$ cat src/logic/tmh_pkg.sv
// Purpose: Constants for the three-channel 8-bit PWM / carrier timer
// Assumes: Single 10 MHz clock, plain register port, 8-bit data
// Notes:   Offsets are register indices on a 4-bit address

package tmh_pkg;

    localparam int unsigned NUM_CH      = 3;
    localparam int unsigned ADDR_W      = 4;
    localparam int unsigned DATA_W      = 8;
    localparam int unsigned NUM_SEL     = 8;
    localparam int unsigned CARRIER_CH  = 1;

    // Per-channel register indices, channel c at c*4 + offset
    localparam logic [1:0] OFF_MODE     = 2'h0;
    localparam logic [1:0] OFF_PERIOD   = 2'h1;
    localparam logic [1:0] OFF_DUTY     = 2'h2;
    localparam logic [1:0] OFF_COUNT    = 2'h3;

    // Shared registers
    localparam logic [3:0] ADDR_STATUS  = 4'hC;
    localparam logic [3:0] ADDR_MASK    = 4'hD;
    localparam logic [3:0] ADDR_LIVE    = 4'hE;

    // Mode register fields
    localparam int unsigned MODE_EN_BIT  = 7;
    localparam int unsigned MODE_SEL_LSB = 4;
    localparam int unsigned MODE_CAR_BIT = 3;
    localparam int unsigned MODE_ACT_BIT = 1;

    // Reset values
    localparam logic [7:0] RST_PERIOD   = 8'hFF;
    localparam logic [7:0] RST_DUTY     = 8'h00;
    localparam logic       RST_ACT_HI   = 1'b1;
    localparam logic [2:0] RST_MASK     = 3'h0;

    // Count clocks before a new duty value may be used
    localparam logic [1:0] DUTY_XFER_CLOCKS = 2'h3;

    // 10 MHz reference, period in ns
    localparam int unsigned REF_CLK_NS  = 100;

endpackage : tmh_pkg

$ cat src/logic/tmh_prescaler.sv
// Purpose: Divider giving one-cycle count enables at ref/2^k
// Assumes: One clock, asynchronous active-high reset
// Notes:   Tick 0 is high every cycle
`timescale 1ns/1ps

module tmh_prescaler #(
    parameter int unsigned SEL_N = tmh_pkg::NUM_SEL
) (
    input  wire logic             ref_clk,
    input  wire logic             rst,
    output logic [SEL_N-1:0]      tick
);

    typedef struct packed {
        logic [SEL_N-1:0] div;
        logic [SEL_N-1:0] tick;
    } tmh_div_t;

    tmh_div_t s_reg;
    tmh_div_t s_next;

    // Below two taps nothing divides
    if (SEL_N < 2 || SEL_N > 16)
    begin : g_bad_sel
        $error("tmh_prescaler: SEL_N out of range");
    end

    always_comb
    begin
        s_next = s_reg;
        s_next.div = s_reg.div + {{(SEL_N-1){1'b0}}, 1'b1};
        s_next.tick[0] = 1'b1;
        for (int k = 1; k < SEL_N; k++)
        begin
            // All low bits set: the next increment rolls stage k
            s_next.tick[k] = &(s_reg.div | ~((SEL_N'(1) << k) - SEL_N'(1)));
        end
    end

    always_ff @(posedge ref_clk or posedge rst)
    begin
        if (rst)
        begin
            s_reg <= '0;
        end
        else
        begin
            s_reg <= s_next;
        end
    end

    assign tick = s_reg.tick;

endmodule : tmh_prescaler

$ cat src/logic/tmh_timer.sv
// Purpose: Three 8-bit timer channels with PWM mode; carrier mode on channel 1 only
// Assumes: Inputs synchronous to ref_clk; master never waits
// Notes:   Read data valid the cycle after the read strobe
`timescale 1ns/1ps

module tmh_timer (
    input  wire logic                        ref_clk,
    input  wire logic                        rst,
    input  wire logic [tmh_pkg::ADDR_W-1:0]  bus_addr,
    input  wire logic [tmh_pkg::DATA_W-1:0]  bus_wdata,
    input  wire logic                        bus_wr,
    input  wire logic                        bus_rd,
    output logic [tmh_pkg::DATA_W-1:0]       bus_rdata,
    output logic [1:0]                       timer_pwm_output,
    output logic                             event_enable_out,
    output logic                             compare_match_irq
);

    ////////////////////////////////////////////////////////////////////
    // State

    typedef struct packed {
        logic [2:0]       en;
        logic [2:0][2:0]  sel;
        logic             carrier;
        logic [2:0]       act_hi;
        logic [2:0][7:0]  period;
        logic [2:0][7:0]  duty_sh;
        logic [2:0][7:0]  duty_act;
        logic [2:0]       pend;
        logic [2:0][1:0]  dly;
        logic [2:0][7:0]  cnt;
        logic [2:0]       phase;
        logic [2:0]       lvl;
        logic [2:0]       sts;
        logic [2:0]       msk;
        logic [7:0]       rdata;
        logic [1:0]       pin;
        logic             evt_en;
        logic             irq;
    } tmh_state_t;

    tmh_state_t s_reg;
    tmh_state_t s_next;

    logic [tmh_pkg::NUM_SEL-1:0] tick;
    logic [2:0]                  ev;
    logic                        car;

    ////////////////////////////////////////////////////////////////////
    // Helpers

    function automatic logic [3:0] ch_addr(input int c,
                                           input logic [1:0] off);
        logic [3:0] a;
        a = {2'(c), off};
        return a;
    endfunction : ch_addr

    function automatic logic [7:0] mode_byte(input logic en,
                                             input logic [2:0] sel,
                                             input logic car_md,
                                             input logic act);
        logic [7:0] b;
        b = 8'h00;
        b[tmh_pkg::MODE_EN_BIT] = en;
        b[tmh_pkg::MODE_SEL_LSB +: 3] = sel;
        b[tmh_pkg::MODE_CAR_BIT] = car_md;
        b[tmh_pkg::MODE_ACT_BIT] = act;
        return b;
    endfunction : mode_byte

    // Pending duty value may move once its delay has run out
    function automatic logic xfer_ready(input logic pend,
                                        input logic [1:0] dly);
        logic r;
        r = pend && (dly == tmh_pkg::DUTY_XFER_CLOCKS);
        return r;
    endfunction : xfer_ready

    // Wraps at 8 bits; a skipped match costs a full lap
    function automatic logic [7:0] count_up(input logic [7:0] v);
        logic [7:0] r;
        r = v + 8'h01;
        return r;
    endfunction : count_up

    ////////////////////////////////////////////////////////////////////
    // Elaboration checks

    // State layout is written for three 8-bit channels
    if (tmh_pkg::NUM_CH != 3 || tmh_pkg::DATA_W != 8)
    begin : g_bad_width
        $error("tmh_timer: channel count or width unsupported");
    end

    // A 3-bit clock select reaches up to tick 7
    if (tmh_pkg::NUM_SEL < 8)
    begin : g_bad_sel
        $error("tmh_timer: too few prescaler taps");
    end

    // Four registers per channel behind a 4-bit index
    if (tmh_pkg::ADDR_W != 4 ||
        tmh_pkg::CARRIER_CH >= tmh_pkg::NUM_CH)
    begin : g_bad_map
        $error("tmh_timer: register map unsupported");
    end

    // Mode fields must fit the byte
    if (tmh_pkg::MODE_EN_BIT > 7 || tmh_pkg::MODE_SEL_LSB > 5 ||
        tmh_pkg::MODE_CAR_BIT > 7 || tmh_pkg::MODE_ACT_BIT > 7)
    begin : g_bad_mode
        $error("tmh_timer: mode field outside byte");
    end

    ////////////////////////////////////////////////////////////////////
    // Count clock divider

    tmh_prescaler #(
        .SEL_N (tmh_pkg::NUM_SEL)
    ) u_prescaler (
        .ref_clk (ref_clk),
        .rst     (rst),
        .tick    (tick)
    );

    ////////////////////////////////////////////////////////////////////
    // Next state

    always_comb
    begin
        s_next = s_reg;
        ev = 3'h0;
        car = 1'b0;
        s_next.rdata = 8'h00;

        // Channel engines
        for (int c = 0; c < 3; c++)
        begin
            car = (c == tmh_pkg::CARRIER_CH) && s_reg.carrier;
            if (!s_reg.en[c])
            begin
                // Hold idle; start is clean from count 0 and default
                s_next.cnt[c] = 8'h00;
                s_next.phase[c] = 1'b0;
                s_next.lvl[c] = 1'b0;
                s_next.dly[c] = 2'h0;
                if (s_reg.pend[c])
                begin
                    s_next.duty_act[c] = s_reg.duty_sh[c];
                    s_next.pend[c] = 1'b0;
                end
            end
            else if (tick[s_reg.sel[c]])
            begin
                if (s_reg.pend[c] &&
                    s_reg.dly[c] != tmh_pkg::DUTY_XFER_CLOCKS)
                begin
                    s_next.dly[c] = s_reg.dly[c] + 2'h1;
                end
                if (!s_reg.phase[c])
                begin
                    if (s_reg.cnt[c] == s_reg.period[c])
                    begin
                        s_next.cnt[c] = 8'h00;
                        ev[c] = 1'b1;
                        s_next.lvl[c] = car ? ~s_reg.lvl[c] : 1'b1;
                        s_next.phase[c] = 1'b1;
                    end
                    else
                    begin
                        s_next.cnt[c] = count_up(s_reg.cnt[c]);
                    end
                end
                else if (s_reg.cnt[c] == s_reg.duty_act[c])
                begin
                    if (car)
                    begin
                        s_next.cnt[c] = 8'h00;
                        ev[c] = 1'b1;
                        s_next.lvl[c] = ~s_reg.lvl[c];
                        s_next.phase[c] = 1'b0;
                        // Match used the old value; swap after it
                        if (xfer_ready(s_reg.pend[c], s_reg.dly[c]))
                        begin
                            s_next.duty_act[c] = s_reg.duty_sh[c];
                            s_next.pend[c] = 1'b0;
                        end
                    end
                    else
                    begin
                        s_next.lvl[c] = 1'b0;
                        s_next.phase[c] = 1'b0;
                        s_next.cnt[c] = count_up(s_reg.cnt[c]);
                        // Duty equal to period: full-on pulse
                        if (s_reg.cnt[c] == s_reg.period[c])
                        begin
                            s_next.cnt[c] = 8'h00;
                            ev[c] = 1'b1;
                            s_next.lvl[c] = 1'b1;
                            s_next.phase[c] = 1'b1;
                        end
                    end
                end
                else
                begin
                    s_next.cnt[c] = count_up(s_reg.cnt[c]);
                end
                // Swap while comparing the period, or before the
                // count has passed the new value: else a lap is lost
                if (!car && xfer_ready(s_reg.pend[c], s_next.dly[c]) &&
                    (!s_next.phase[c] ||
                     s_next.cnt[c] <= s_reg.duty_sh[c]))
                begin
                    s_next.duty_act[c] = s_reg.duty_sh[c];
                    s_next.pend[c] = 1'b0;
                end
            end
        end

        // Register writes
        if (bus_wr)
        begin
            for (int c = 0; c < 3; c++)
            begin
                if (bus_addr == ch_addr(c, tmh_pkg::OFF_MODE))
                begin
                    s_next.en[c] = bus_wdata[tmh_pkg::MODE_EN_BIT];
                    s_next.sel[c] = bus_wdata[tmh_pkg::MODE_SEL_LSB +: 3];
                    s_next.act_hi[c] = bus_wdata[tmh_pkg::MODE_ACT_BIT];
                    if (c == tmh_pkg::CARRIER_CH)
                    begin
                        s_next.carrier = bus_wdata[tmh_pkg::MODE_CAR_BIT];
                    end
                end
                if (bus_addr == ch_addr(c, tmh_pkg::OFF_PERIOD))
                begin
                    // Rewrite while running is not guarded
                    s_next.period[c] = bus_wdata;
                end
                if (bus_addr == ch_addr(c, tmh_pkg::OFF_DUTY))
                begin
                    s_next.duty_sh[c] = bus_wdata;
                    if (s_reg.en[c])
                    begin
                        s_next.pend[c] = 1'b1;
                        s_next.dly[c] = 2'h0;
                    end
                    else
                    begin
                        s_next.duty_act[c] = bus_wdata;
                        s_next.pend[c] = 1'b0;
                    end
                end
            end
            if (bus_addr == tmh_pkg::ADDR_MASK)
            begin
                s_next.msk = bus_wdata[2:0];
            end
        end

        // Sticky events, cleared by a status read; set wins
        if (bus_rd && bus_addr == tmh_pkg::ADDR_STATUS)
        begin
            s_next.sts = ev;
        end
        else
        begin
            s_next.sts = s_reg.sts | ev;
        end

        // Register reads
        if (bus_rd)
        begin
            for (int c = 0; c < 3; c++)
            begin
                if (bus_addr == ch_addr(c, tmh_pkg::OFF_MODE))
                begin
                    s_next.rdata = mode_byte(s_reg.en[c], s_reg.sel[c],
                        (c == tmh_pkg::CARRIER_CH) && s_reg.carrier,
                        s_reg.act_hi[c]);
                end
                if (bus_addr == ch_addr(c, tmh_pkg::OFF_PERIOD))
                begin
                    s_next.rdata = s_reg.period[c];
                end
                if (bus_addr == ch_addr(c, tmh_pkg::OFF_DUTY))
                begin
                    s_next.rdata = s_reg.duty_sh[c];
                end
                if (bus_addr == ch_addr(c, tmh_pkg::OFF_COUNT))
                begin
                    s_next.rdata = s_reg.cnt[c];
                end
            end
            if (bus_addr == tmh_pkg::ADDR_STATUS)
            begin
                s_next.rdata = {5'h00, s_reg.sts};
            end
            if (bus_addr == tmh_pkg::ADDR_MASK)
            begin
                s_next.rdata = {5'h00, s_reg.msk};
            end
            if (bus_addr == tmh_pkg::ADDR_LIVE)
            begin
                s_next.rdata = {1'b0, s_reg.phase, 1'b0, s_reg.lvl};
            end
        end

        // Registered outputs; channel 2 has no pin
        for (int c = 0; c < 2; c++)
        begin
            s_next.pin[c] = s_next.lvl[c] ~^ s_next.act_hi[c];
        end
        s_next.evt_en = s_next.lvl[2];
        s_next.irq = |(s_next.sts & s_next.msk);
    end

    ////////////////////////////////////////////////////////////////////
    // Registers

    always_ff @(posedge ref_clk or posedge rst)
    begin
        if (rst)
        begin
            s_reg <= '0;
            s_reg.act_hi <= {3{tmh_pkg::RST_ACT_HI}};
            s_reg.period <= {3{tmh_pkg::RST_PERIOD}};
            s_reg.duty_sh <= {3{tmh_pkg::RST_DUTY}};
            s_reg.duty_act <= {3{tmh_pkg::RST_DUTY}};
            s_reg.msk <= tmh_pkg::RST_MASK;
            s_reg.pin <= {2{~tmh_pkg::RST_ACT_HI}};
        end
        else
        begin
            s_reg <= s_next;
        end
    end

    assign bus_rdata = s_reg.rdata;
    assign timer_pwm_output = s_reg.pin;
    assign event_enable_out = s_reg.evt_en;
    assign compare_match_irq = s_reg.irq;

endmodule : tmh_timer

$ cat config.mk
export PLATFORM = sky130hd
export DESIGN_NAME = tmh_timer
export DESIGN_NICKNAME = d
export VERILOG_FILES = /design/src/logic/tmh_pkg.sv /design/src/logic/tmh_prescaler.sv /design/src/logic/tmh_timer.sv
export SDC_FILE = /design/constraint.sdc
export NUM_CORES = 1
export LEC_CHECK = 0
export BUFFER_PORTS_ARGS = -buffer_cell sky130_fd_sc_hd__buf_2
export CAP_MARGIN = 25
export CORE_AREA = 2 2 133 135
export CTS_CLUSTER_SIZE = 12
export DETAILED_ROUTE_END_ITERATION = 6
export DIE_AREA = 0 0 135 137
export PLACE_DENSITY = 0.76
export REMOVE_ABC_BUFFERS = 1
export SKIP_CTS_REPAIR_TIMING = 1
export SYNTH_ARGS = -nofsm -noshare
export SYNTH_HDL_FRONTEND = slang
export SYNTH_SLANG_ARGS = --single-unit
$ cat constraint.sdc
create_clock -name ref_clk -period 6.4 [get_ports ref_clk]
set_clock_uncertainty 0.1 [all_clocks]
set_input_delay 0.64 -clock ref_clk [delete_from_list [all_inputs] [get_ports ref_clk]]
set_output_delay 0.64 -clock ref_clk [all_outputs]
set_load 0.02 [all_outputs]
==> results of run 1 <==
[placed cells by master (no fill, tap or decap), types with 8 or more instances in the layout]
master,Yosys,layout
dfrtp_1,132,132
nor2_1,112,112
nand2_1,72,72
a21oi_1,66,66
mux2_2,65,65
o21ai_0,55,55
xor2_1,51,51
mux2i_1,49,49
ha_1,33,33
inv_1,30,29
buf_2,16,27
dfstp_2,27,27
xnor2_1,22,22
nand3_1,19,19
nor2b_1,18,18
and3_1,18,18
or3_1,17,17
a21boi_0,17,17
clkbuf_16,0,17
a31oi_1,14,14
nand3b_1,13,13
mux4_2,11,11
o22ai_1,11,11
nor4_1,10,10
and4_1,9,9
buf_4,12,9
o21a_1,8,8
[worst min-delay path by stage]
stage / startpoint / endpoint / slack, ns
6_report: rst / compare_match_irq$_DFF_PP0_ / 0.27
5_1_grt: rst / compare_match_irq$_DFF_PP0_ / 0.36
4_1_cts: rst / compare_match_irq$_DFF_PP0_ / 0.33
3_5_place_dp: u_prescaler.s_next[1]$_DFF_PP0_ / u_prescaler.tick[1]$_DFF_PP0_ / 0.32
3_3_place_gp: u_prescaler.s_next[1]$_DFF_PP0_ / u_prescaler.tick[1]$_DFF_PP0_ / 0.32
2_1_floorplan: u_prescaler.s_next[1]$_DFF_PP0_ / u_prescaler.tick[1]$_DFF_PP0_ / 0.29
[cell type report]
| cell class | count | area (um^2) |
|---|---|---|
| sequential | 159 | 4013 |
| clock inverter | 13 | 132.6 |
| timing repair buffer | 37 | 214.0 |
| fill | 1401 | 6305 |
| clock buffer | 19 | 452.9 |
| inverter | 30 | 117.6 |
| tap | 225 | 281.5 |
| multi-input combinational | 779 | 5540 |
[per-stage QoR]
stage	hold WS, ns	total power [mW]	std cells	cell area (um^2)	utilization [%]
2_1_floorplan	0.2935	2.039	968	9661	-
3_3_place_gp	0.3152	2.285	1227	10140	59.45
3_5_place_dp	0.3222	2.318	1227	10140	59.45
4_1_cts	0.3259	3.339	1259	10730	62.88
5_1_grt	0.3572	3.512	1262	10750	63.04
6_report	0.2651	3.342	1262	10750	63.04
[cell families after synthesis]
group	synth area share, %
buffers and inverters	5.276
flip-flops	39.81
AO/OA/AOI/OAI	13.70
adder cells (fa/ha/maj)	4.096
AND/OR/NAND/NOR	15.99
multiplexers	14.59
other	0.03720
XOR/XNOR	6.504
[metal layers]
layer / wire (um) / share of wire, %
met2: 12070 / 47
met5: 0 / 0
met4: 817 / 3.2
met1: 11060 / 43
met3: 1597 / 6.3
[power by group through the flow]
stage                     clock network (mW)  registers (mW)  logic (mW)
after detailed placement                   0            1.49       0.830
final                                   1.01            1.48       0.845
after floorplan                            0            1.43       0.613
after global routing                    1.07            1.50       0.945
after CTS                               1.02            1.47       0.841
after global placement                     0            1.48       0.805
[Yosys cell counts (4+ instances only)]
library cell,count
buf_4,12
nand2_1,72
xor2_1,51
a21o_1,6
mux4_2,11
a221oi_1,4
nor3_1,7
and3_1,18
clkbuf_1,50
mux2i_1,49
inv_1,30
a21boi_0,17
or3_1,17
xnor2_1,22
o21ai_0,55
and4_1,9
and2_1,6
or2_2,4
buf_1,6
o22ai_1,11
dfstp_2,27
o21a_1,8
nor2b_1,18
a21oi_1,66
ha_1,33
a31oi_1,14
nand3b_1,13
buf_2,16
o221ai_1,6
nand4_1,5
nor2_1,112
nor4_1,10
dfrtp_1,132
mux2_2,65
a22oi_1,4
nand3_1,19
nand2b_1,5
[critical path, stage by stage, from the launching register on]
cell	delay, ns
dfrtp_1	0.50
xor2_1	0.23
nor4_1	0.39
nand2_1	0.15
a21oi_1	0.40
buf_4	0.27
nor2_1	0.07
ha_1	0.28
o21a_1	0.12
o21a_1	0.10
o21ai_0	0.09
a221oi_2	0.82
or3b_2	0.26
a31oi_1	0.08
==> impl_results.md, run 1 <==
* Area leader, netlist: dfrtp_1
* Die area at 18,500 um^2
* GRT Max-Usage Layer: met2
* CP startpoint kind: register
* Arr. time, crit path at 4.19 ns
* Internal at 2.174 mW
* Fin. Hold Viols at 0
* Period Utilization, post-route at 63.06%
* Endpoints failing setup at 0
* CTS buffer count at 17
* H-Tree Depth at 4
* Required @ worst endpoint at 6.56 ns
* Reg2Reg Capture Point: s_reg[73]$_DFF_PP0_
* Vias per cell at 6.273
* Core box area at 17,060 um^2
* Hold crit path type: input port to async pin
* Post-Synthesis Cells at 1,056
* Layout cells sized above 1 at 18.51%
* # IOs at 28
* Worst Path Class, Setup: register to register
* Worst setup margin at 2.364 ns
* Synthesized area per cell at 9.545 um^2
* Crit path from: s_reg[45]$_DFFE_PP0P_
* Reg2reg path depth at 13
* CTS clk-pin slew, worst paths at 0.07 ns
* Area contributors post-synth: dfrtp_1 33%, mux2_2 7.3%, dfstp_2 7.0%, mux2i_1 4.9%, xor2_1 4.4%
* Leakage power at 4.782 nW
* DRT Pass-1 Iters at 7
* # clock sinks at 159
* Vias in the first global route at 7,460
* First-pass GRT wire length at 40,490 um
* Post-synth EDFFs at 0
* Met3 Use GR at 5.630%
* Total GRT Usage at 28.45%
* Die Y at 137 um
* Power per cell area at 310.8 nW/um^2
* FMAX at 0.2478 GHz
* Clock buffer depth at 2
* DP Worst Slack at 1.995 ns
* Residual DRC at 0
* DR WL/cell at 20.24 um
* Worst-Skew Late Latency at 0.43 ns
* Reg-to-Reg Start: s_reg[45]$_DFFE_PP0P_
* Root Driver: clkbuf_16
* IO Port Bufs at 27
* Mapped cell area at 10,080 um^2
* Seq pwr share at 44.3%
* Slew margin rel. at 32.32%
* Synth top area share at 32.77%
* Vias at 7,916
* Grt total ovfl at 0
* Setup TNS at 0 ns
* DRT iter0 DRCs at 655
* Yosys reg bits at 159
* Peak supply drop at 0.0002139 V
* CTS tree: yes
* DP HPWL at 17,210 um
* Initial Utilization at 59.10%
* Routed Antenna Nets at 0
* Global Route met2 Usage at 45.49%
* Critical Path End Type: register
* Slew @ Worst Pin at 1.015 ns
* Final slew viol count at 0
* Fin nets at 1,073
* Initial antenna violation count at 0
* FP Rows at 48
* M1 GR Usage at 38.22%
* Max-Cap Viols at 0
* Status: finished clean
* FFs w/ async S/R, synth at 100.0%
* Sequential area share after synthesis at 39.81%
* Crit-path max FO at 17
* Layout area overhead at 6.666%
* Period minus WS final at 4.036 ns
* Reg-to-reg setup timing slack at 2.36 ns
* Antenna cells at 0
* Clock power frac at 30.4%
* Number of flip-flops under the largest register name at 132
* RSZ-0062 raised after global routing: no
* Placer Congestion at 0.9507
* Synth cell types at 67
* Sw Share at 34.95%
* Gate power share at 25.3%
* Main synth FF type: dfrtp_1
* Largest net degree at the start of global routing at 98
* Die X at 135 um
* Warnings from Yosys at 0
* Worst Setup EP: s_reg[73]$_DFF_PP0_
* Final wirelength at 25,550 um
* Sw Pwr at 1.168 mW
No activity file was read; power rests on OpenSTA's default activity.
==> run 2: changes to the inputs <==
--- a/config.mk
+++ b/config.mk
@@ -5,13 +5,14 @@
 export SDC_FILE = /design/constraint.sdc
 export NUM_CORES = 1
 export LEC_CHECK = 0
+export ABC_AREA = 1
 export BUFFER_PORTS_ARGS = -buffer_cell sky130_fd_sc_hd__buf_2
 export CAP_MARGIN = 25
-export CORE_AREA = 2 2 133 135
+export CORE_AREA = 2 2 132 134
 export CTS_CLUSTER_SIZE = 12
 export DETAILED_ROUTE_END_ITERATION = 6
-export DIE_AREA = 0 0 135 137
-export PLACE_DENSITY = 0.76
+export DIE_AREA = 0 0 134 136
+export PLACE_DENSITY = 0.77
 export REMOVE_ABC_BUFFERS = 1
 export SKIP_CTS_REPAIR_TIMING = 1
 export SYNTH_ARGS = -nofsm -noshare
==> constraint.sdc (replaced) <==
create_clock -name ref_clk -period 3.75 [get_ports ref_clk]
set_clock_uncertainty 0.1 [all_clocks]
set_input_delay 0.375 -clock ref_clk [delete_from_list [all_inputs] [get_ports ref_clk]]
set_output_delay 0.375 -clock ref_clk [all_outputs]
set_load 0.02 [all_outputs]
==> run 2 against run 1 <==
Compared with the run above: the run now ends with design-rule violations left; power increased by 77%; cell count increased by 31%; combinational power increased by 110%; critical endpoint is now s_reg[66]$_DFF_PP0_; sequential share of layout area decreased by 0.17 points.
==> impl_results.md, run 2 <==
* Reg-to-reg setup timing slack at 0.31 ns (-2.06 ns)
* Endpoints failing setup at 0 (unchanged)
* Slew @ Worst Pin at 0.9915 ns (-0.02373 ns)
* Worst-Skew Late Latency at 0.43 ns (about the same)
* Initial Utilization at 59.11% (about the same)
* Placer Congestion at 0.9661 (+1.6%)
* Worst Path Class, Setup: register to register
* Root Driver: clkbuf_16
* DP HPWL at 21,300 um (+24%)
* Commonest non-fill, non-tap cell in the layout: nand2_1
* Period minus WS final at 3.445 ns (-0.5909 ns)
* Post-Synthesis Cells at 1,402 (+33%)
* Met3 Use GR at 6.040% (+0.41 points)
* Vias in the first global route at 8,866 (+19%)
* Reg2reg path depth at 22 (+9)
* Slowest CP cell: dfrtp_1
* Number of flip-flops under the largest register name at 132 (unchanged)
* Antenna cells at 0 (unchanged)
* Hold WS at 0.006440 ns (-0.2587 ns)
* CTS buffer count at 17 (unchanged)
* Area of the multi-input gates at 5096 um^2 (-8.0%)
* FP Rows at 48 (unchanged)
* Failing checks: design-rule violations
* Routed Antenna Nets at 0 (unchanged)
* Largest net degree at the start of global routing at 104 (+6.1%)
* Synthesized area per cell at 7.115 um^2 (-25%)
* Reg2Reg Capture Point: s_reg[66]$_DFF_PP0_
* FILL cells at 1,518 (+8.4%)
* Top cells by count, synth: 456 x nand2_1, 160 x inv_1, 153 x o21ai_0
* First-pass GRT wire length at 47,090 um (+16%)
* Final wirelength at 29,230 um (+14%)
* Clock buffer depth at 2 (unchanged)
* Fin. Hold Viols at 0 (unchanged)
* Sequence of cells on the critical path: inv_1 > nand2_1 > nand4_1 > nor3_4 > nand2_4 > nand2_4 > nand2_2 > nand3_1 > inv_1 > ha_1 > nand2_1 > o21ai_0 > nand2_1 > a31oi_1 > nand2_4 > nand2_4 > nand2_1 > nand2_1 > nand2_1 > nand2_1 > nand2_1 > nand2_1
* Die area at 18,220 um^2 (-1.5%)
* DP Area at 10,260 um^2 (+1.2%)
* Vias at 9,565 (+21%)
* Mapped cell area at 9976 um^2 (-1.0%)
* Post-Layout Cell Count at 1,649 (+31%)
* Global Route met2 Usage at 50.34% (+4.9 points)
* FF/Latch Area at 4013 um^2 (unchanged)
* Max-Cap Viols at 0 (unchanged)
* Reg-to-Reg Start: s_reg[32]$_DFFE_PP0P_
* Required @ worst endpoint at 4.02 ns (-2.54 ns)
* RSZ-0062 raised after global routing: no
* Synth top area share at 33.11% (+0.34 points)
* Main synth FF type: dfrtp_1
* # clock sinks at 159 (unchanged)
* Area contributors post-synth: dfrtp_1 33%, nand2_1 17%, o21ai_0 7.7%, dfstp_2 7.1%, inv_1 6.0%
* Die Y at 136 um (-0.73%)
* Layout area overhead at 8.266%
* Hold crit path type: input port to async pin
* GRT Max-Usage Layer: met2
* Peak supply drop at 0.0003634 V (+70%)
* Synth cell types at 42 (-37%)
* Warnings from Yosys at 0 (unchanged)
* Worst setup margin at 0.3051 ns (-2.059 ns)
* Fin nets at 1,461 (+36%)
* M1 GR Usage at 48.83% (+11 points)
* Status: finished, violations left
* Core box area at 16,880 um^2 (-1.1%)
* Leakage power at 5.422 nW (+13%)
* FFs w/ async S/R, synth at 100.0% (unchanged)
* Critical Path End Type: register
* CP peak stage delay at 0.45 ns (-0.37 ns)
* Sequential area share after synthesis at 40.22% (+0.41 points)
* DRT iter0 DRCs at 1,219 (+86%)
* CTS tree: yes
* Period Utilization, post-route at 91.86% (+29 points)
* Most frequent cells in the layout: 456 x nand2_1, 159 x inv_1, 153 x o21ai_0
* Die X at 134 um (-0.74%)
* CTS clk-pin slew, worst paths at 0.06 ns (about the same)
* CP most frequent cell: nand2_1
* DP Worst Slack at 0.4003 ns (-1.595 ns)
* Slew margin rel. at 33.66% (+1.3 points)
* DRT Pass-1 Iters at 7 (unchanged)
* Post-synth EDFFs at 0 (unchanged)
* Area leader, netlist: dfrtp_1
* FMAX at 0.2903 GHz (+17%)
* H-Tree Depth at 4 (unchanged)
* CP startpoint kind: register
* Grt total ovfl at 0 (unchanged)
* Arr. time, crit path at 3.72 ns (-0.47 ns)
* DR WL/cell at 17.73 um (-12%)
* Total GRT Usage at 33.37% (+4.9 points)
* Initial antenna violation count at 0 (unchanged)
* Residual DRC at 2 (+2)
* Yosys reg bits at 159 (unchanged)
* Most frequent cell after synthesis: nand2_1
* Placed cells at 1,618 (+32%)
* Total power draw at 5.908 mW (+77%)
* IO Port Bufs at 27 (unchanged)
* Crit-path max FO at 10 (-7)
* Vias per cell at 5.800 (-7.5%)
* Power per cell area at 547.0 nW/um^2 (+76%)
* Final slew viol count at 0 (unchanged)
* Layout cells sized above 1 at 8.708% (-9.8 points)
* # IOs at 28 (unchanged)
* Fin area at 10,800 um^2 (+0.45%)
==> run 2: how the worst max path moves through the flow <==
| stage | slack [ns] | cells past startpoint | endpoint | start |
|---|---|---|---|---|
| floorplan | -0.97 | 1 | bus_rdata[0]$_DFF_PP0_ | rst |
| global placement | 0.51 | 22 | s_reg[69]$_DFF_PP0_ | s_reg[32]$_DFFE_PP0P_ |
| detailed placement | 0.40 | 22 | s_reg[72]$_DFF_PP0_ | s_reg[32]$_DFFE_PP0P_ |
| CTS | 0.38 | 22 | s_reg[66]$_DFF_PP0_ | s_reg[32]$_DFFE_PP0P_ |
| global route | 0.002 | 22 | s_reg[65]$_DFF_PP0_ | s_reg[32]$_DFFE_PP0P_ |
| finish | 0.31 | 22 | s_reg[66]$_DFF_PP0_ | s_reg[32]$_DFFE_PP0P_ |
==> run 2: per-layer routing <==
metal  wire, um  vias up  part of all wire, %
met3       2701       64                  9.2
met2      12850      444                   44
met1      12890     4497                   44
met5          0        -                    0
met4        788        0                  2.7
li1           -     4560                    -
==> run 2: logic make-up after synthesis <==
| kind of cell | synth area share (%) |
|---|---|
| AO/OA/AOI/OAI | 14.85 |
| buffers and inverters | 8.692 |
| flip-flops | 40.22 |
| multiplexers | 0.2007 |
| other | 0.03759 |
| AND/OR/NAND/NOR | 28.08 |
| adder cells (fa/ha/maj) | 4.139 |
| XOR/XNOR | 3.775 |
==> run 2: critical path: cells and delay by family, from the launching register on <==
family,cells,cell delay [ns]
flip-flops,1,0.45
AO/OA/AOI/OAI,2,0.43
buffers and inverters,2,0.17
adder cells (fa/ha/maj),1,0.28
AND/OR/NAND/NOR,17,1.97
==> run 2: power breakdown <==
part           switching (mW)  leakage, nW  total [mW]  internal, mW
Clock                   0.763        0.240        1.62         0.855
Sequential              0.391         1.99        2.48          2.08
Combinational            1.19         3.19        1.81         0.629
Total                    2.34         5.42        5.91          3.57
==> run 2: through the flow <==
stage          setup TNS, ns  utilization (%)
5_1_grt                    0            64.00
3_5_place_dp               0            60.82
6_report                   0            64.00
2_1_floorplan        -128.29                -
4_1_cts                    0            64.00
3_3_place_gp               0            60.82
==> run 2: layout make-up <==
class / count / share of cell area, %
multi-input combinational: 1024 / 47.18
sequential: 159 / 37.15
inverter: 174 / 6.094
clock buffer: 18 / 3.974
tap: 225 / 2.607
timing repair buffer: 36 / 1.993
clock inverter: 13 / 0.9963
==> run 3: changes to the inputs <==
--- a/config.mk
+++ b/config.mk
@@ -12,7 +12,7 @@
 export CTS_CLUSTER_SIZE = 12
 export DETAILED_ROUTE_END_ITERATION = 6
 export DIE_AREA = 0 0 134 136
-export PLACE_DENSITY = 0.77
+export PLACE_DENSITY = 0.75
 export REMOVE_ABC_BUFFERS = 1
 export SKIP_CTS_REPAIR_TIMING = 1
 export SYNTH_ARGS = -nofsm -noshare
==> run 3 against run 2 <==
Compared with the run above: the run ends with negative hold slack left; die area unchanged; clock power increased by 18%; hold slack got worse by 0.039 ns; critical path depth unchanged; setup slack improved by 0.055 ns; non-clock buffer count increased by 3; power increased by 4.4%; critical path type unchanged.
==> impl_results.md, run 3 (synthesis results as in run 2) <==
* Status: finished, violations left
* Internal at 3.860 mW (+8.2%)
* Worst-Skew Late Latency at 0.43 ns (about the same)
* Most frequent cells in the layout: 456 x nand2_1, 159 x inv_1, 153 x o21ai_0
* # clock sinks at 159 (unchanged)
* Top Family by Delay on Critical Path: simple AND/OR/NAND/NOR gates
* Die Y at 136 um (unchanged)
* Slew margin rel. at 32.98% (-0.68 points)
* Period minus WS final at 3.390 ns (-0.05529 ns)
* RSZ-0062 raised after global routing: no
* Vias at 9,436 (-1.3%)
* Layout area overhead at 9.445%
* Final wirelength at 28,700 um (-1.8%)
* Final slew viol count at 0 (unchanged)
* Crit-path max FO at 10 (unchanged)
* DP Worst Slack at 0.4493 ns (+0.04906 ns)
* Residual DRC at 0 (-2)
* Worst path bufs/invs at 2 (unchanged)
* Worst setup margin at 0.3604 ns (+0.05529 ns)
* Reg2reg path depth at 22 (unchanged)
* Slew @ Worst Pin at 1.002 ns (+0.01012 ns)
* Die X at 134 um (unchanged)
* Post-Layout Cell Count at 1,653 (+0.24%)
* Largest net degree at the start of global routing at 77 (-26%)
* Total GRT Usage at 32.67% (-0.70 points)
* Leakage power at 5.494 nW (+1.3%)
* # IOs at 28 (unchanged)
* Layout cells sized above 1 at 9.034% (+0.33 points)
* Sw Share at 37.40% (-2.2 points)
* IO Port Bufs at 27 (unchanged)
* CP peak stage delay at 0.44 ns (about the same)
* H-Tree Depth at 4 (unchanged)
* Gate power share at 28.9% (-1.8 points)
* Fin. Hold Viols at 19 (+19)
* Grt total ovfl at 0 (unchanged)
* Placed cells at 1,621 (+0.19%)
* Peak supply drop at 0.0003743 V (+3.0%)
* Reg2Reg Capture Point: s_reg[65]$_DFF_PP0_
* Commonest non-fill, non-tap cell in the layout: nand2_1
* Max-Cap Viols at 0 (unchanged)
* FMAX at 0.2950 GHz (+1.6%)
* Fin nets at 1,464 (+0.21%)
* Vias in the first global route at 8,818 (-0.54%)
* Reg-to-Reg Start: s_reg[32]$_DFFE_PP0P_
* Hold crit path type: input port to async pin
* CTS tree: yes
* Reg-to-reg setup timing slack at 0.36 ns (+0.06 ns)
* First-pass GRT wire length at 46,310 um (-1.7%)
* Crit path from: s_reg[32]$_DFFE_PP0P_
* CP startpoint kind: register
* Core box area at 16,880 um^2 (unchanged)
* Critical path depth in cells at 22 (unchanged)
* Root Driver: clkbuf_16
* Routed Antenna Nets at 0 (unchanged)
* Initial antenna violation count at 0 (unchanged)
* DR WL/cell at 17.36 um (-2.1%)
* Required @ worst endpoint at 4.02 ns (about the same)
* DP HPWL at 20,700 um (-2.8%)
* Slowest CP cell: dfrtp_1
* Sequence of cells on the critical path: inv_1 > nand2_1 > nand4_1 > nor3_4 > nand2_4 > nand2_4 > nand2_2 > nand3_1 > inv_1 > ha_1 > nand2_1 > o21ai_0 > nand2_1 > a31oi_1 > nand2_4 > nand2_4 > nand2_1 > nand2_1 > nand2_1 > nand2_1 > nand2_1 > nand2_1
* Clock buffer depth at 2 (unchanged)
* Arr. time, crit path at 3.66 ns (-0.06 ns)
* Number of flip-flops under the largest register name at 132 (unchanged)
* Critical Path End Type: register
* CTS clk-pin slew, worst paths at 0.07 ns (about the same)
* Clock power frac at 31.0% (+3.6 points)
* Initial Utilization at 59.11% (unchanged)
* Antenna cells at 0 (unchanged)
* Final Core Density at 64.69% (+0.70 points)
* Sw Pwr at 2.306 mW (-1.4%)
* FP Rows at 48 (unchanged)
* Worst Setup EP: s_reg[65]$_DFF_PP0_
* CTS buffer count at 17 (unchanged)
* Period Utilization, post-route at 90.39% (-1.5 points)
* Vias per cell at 5.708 (-1.6%)
* Placer Congestion at 0.9392 (-2.8%)
* Hold WS at -0.03258 ns (-0.03902 ns)
* Worst Path Class, Setup: register to register
* CP most frequent cell: nand2_1
* DRT iter0 DRCs at 1,059 (-13%)
* DRT Pass-1 Iters at 6 (-1)
* Power per cell area at 564.7 nW/um^2 (+3.2%)
* Endpoints failing setup at 0 (unchanged)
* Seq pwr share at 40.1% (-1.8 points)
* Failing checks: negative hold slack
* Die area at 18,220 um^2 (unchanged)
==> run 3: metal layers <==
metal	global-route usage (%)	share of wire, %
met5	0	0
met1	45.39	43
met2	51.97	46
met4	9.043	1.8
met3	7.047	8.8
==> run 3: area by class of cell <==
class	instances	area [um^2]
repair buffers	39	225.2
clock inverters	14	205.2
well taps	225	281.5
clock buffers	18	439.2
fillers	1504	5958
inverters	174	658.1
flip-flops and latches	159	4013
multi-input cells	1024	5096
==> run 3: power groups by stage <==
stage / combinational (mW) / clock (mW) / sequential [mW]
6_report: 1.78 / 1.91 / 2.47
3_5_place_dp: 1.73 / 0 / 2.48
5_1_grt: 2.02 / 2.00 / 2.50
3_3_place_gp: 1.69 / 0 / 2.47
4_1_cts: 1.75 / 1.92 / 2.45
2_1_floorplan: 1.28 / 0 / 2.39
==> run 3: stage by stage <==
step           cell area (um^2)  setup TNS [ns]  hold WS [ns]  total power, mW
4_1_cts                   10920               0     -0.003697            6.122
6_report                  10920               0      -0.03258            6.165
3_5_place_dp              10270               0        0.3248            4.206
5_1_grt                   10920               0       0.02235            6.527
2_1_floorplan              9762         -128.29        0.3002            3.664
3_3_place_gp              10270               0        0.3229            4.167
==> run 3: how the worst min path moves through the flow <==
stage,start,slack [ns],depth (start not counted),to
6_report,rst,-0.03,2,s_reg[83]$_DFFE_PP0P_
2_1_floorplan,u_prescaler.s_next[1]$_DFF_PP0_,0.30,0,u_prescaler.tick[1]$_DFF_PP0_
5_1_grt,rst,0.02,2,s_reg[83]$_DFFE_PP0P_
3_3_place_gp,u_prescaler.s_next[1]$_DFF_PP0_,0.32,0,u_prescaler.tick[1]$_DFF_PP0_
4_1_cts,rst,-0.004,2,s_reg[83]$_DFFE_PP0P_
3_5_place_dp,u_prescaler.s_next[1]$_DFF_PP0_,0.32,0,u_prescaler.tick[1]$_DFF_PP0_
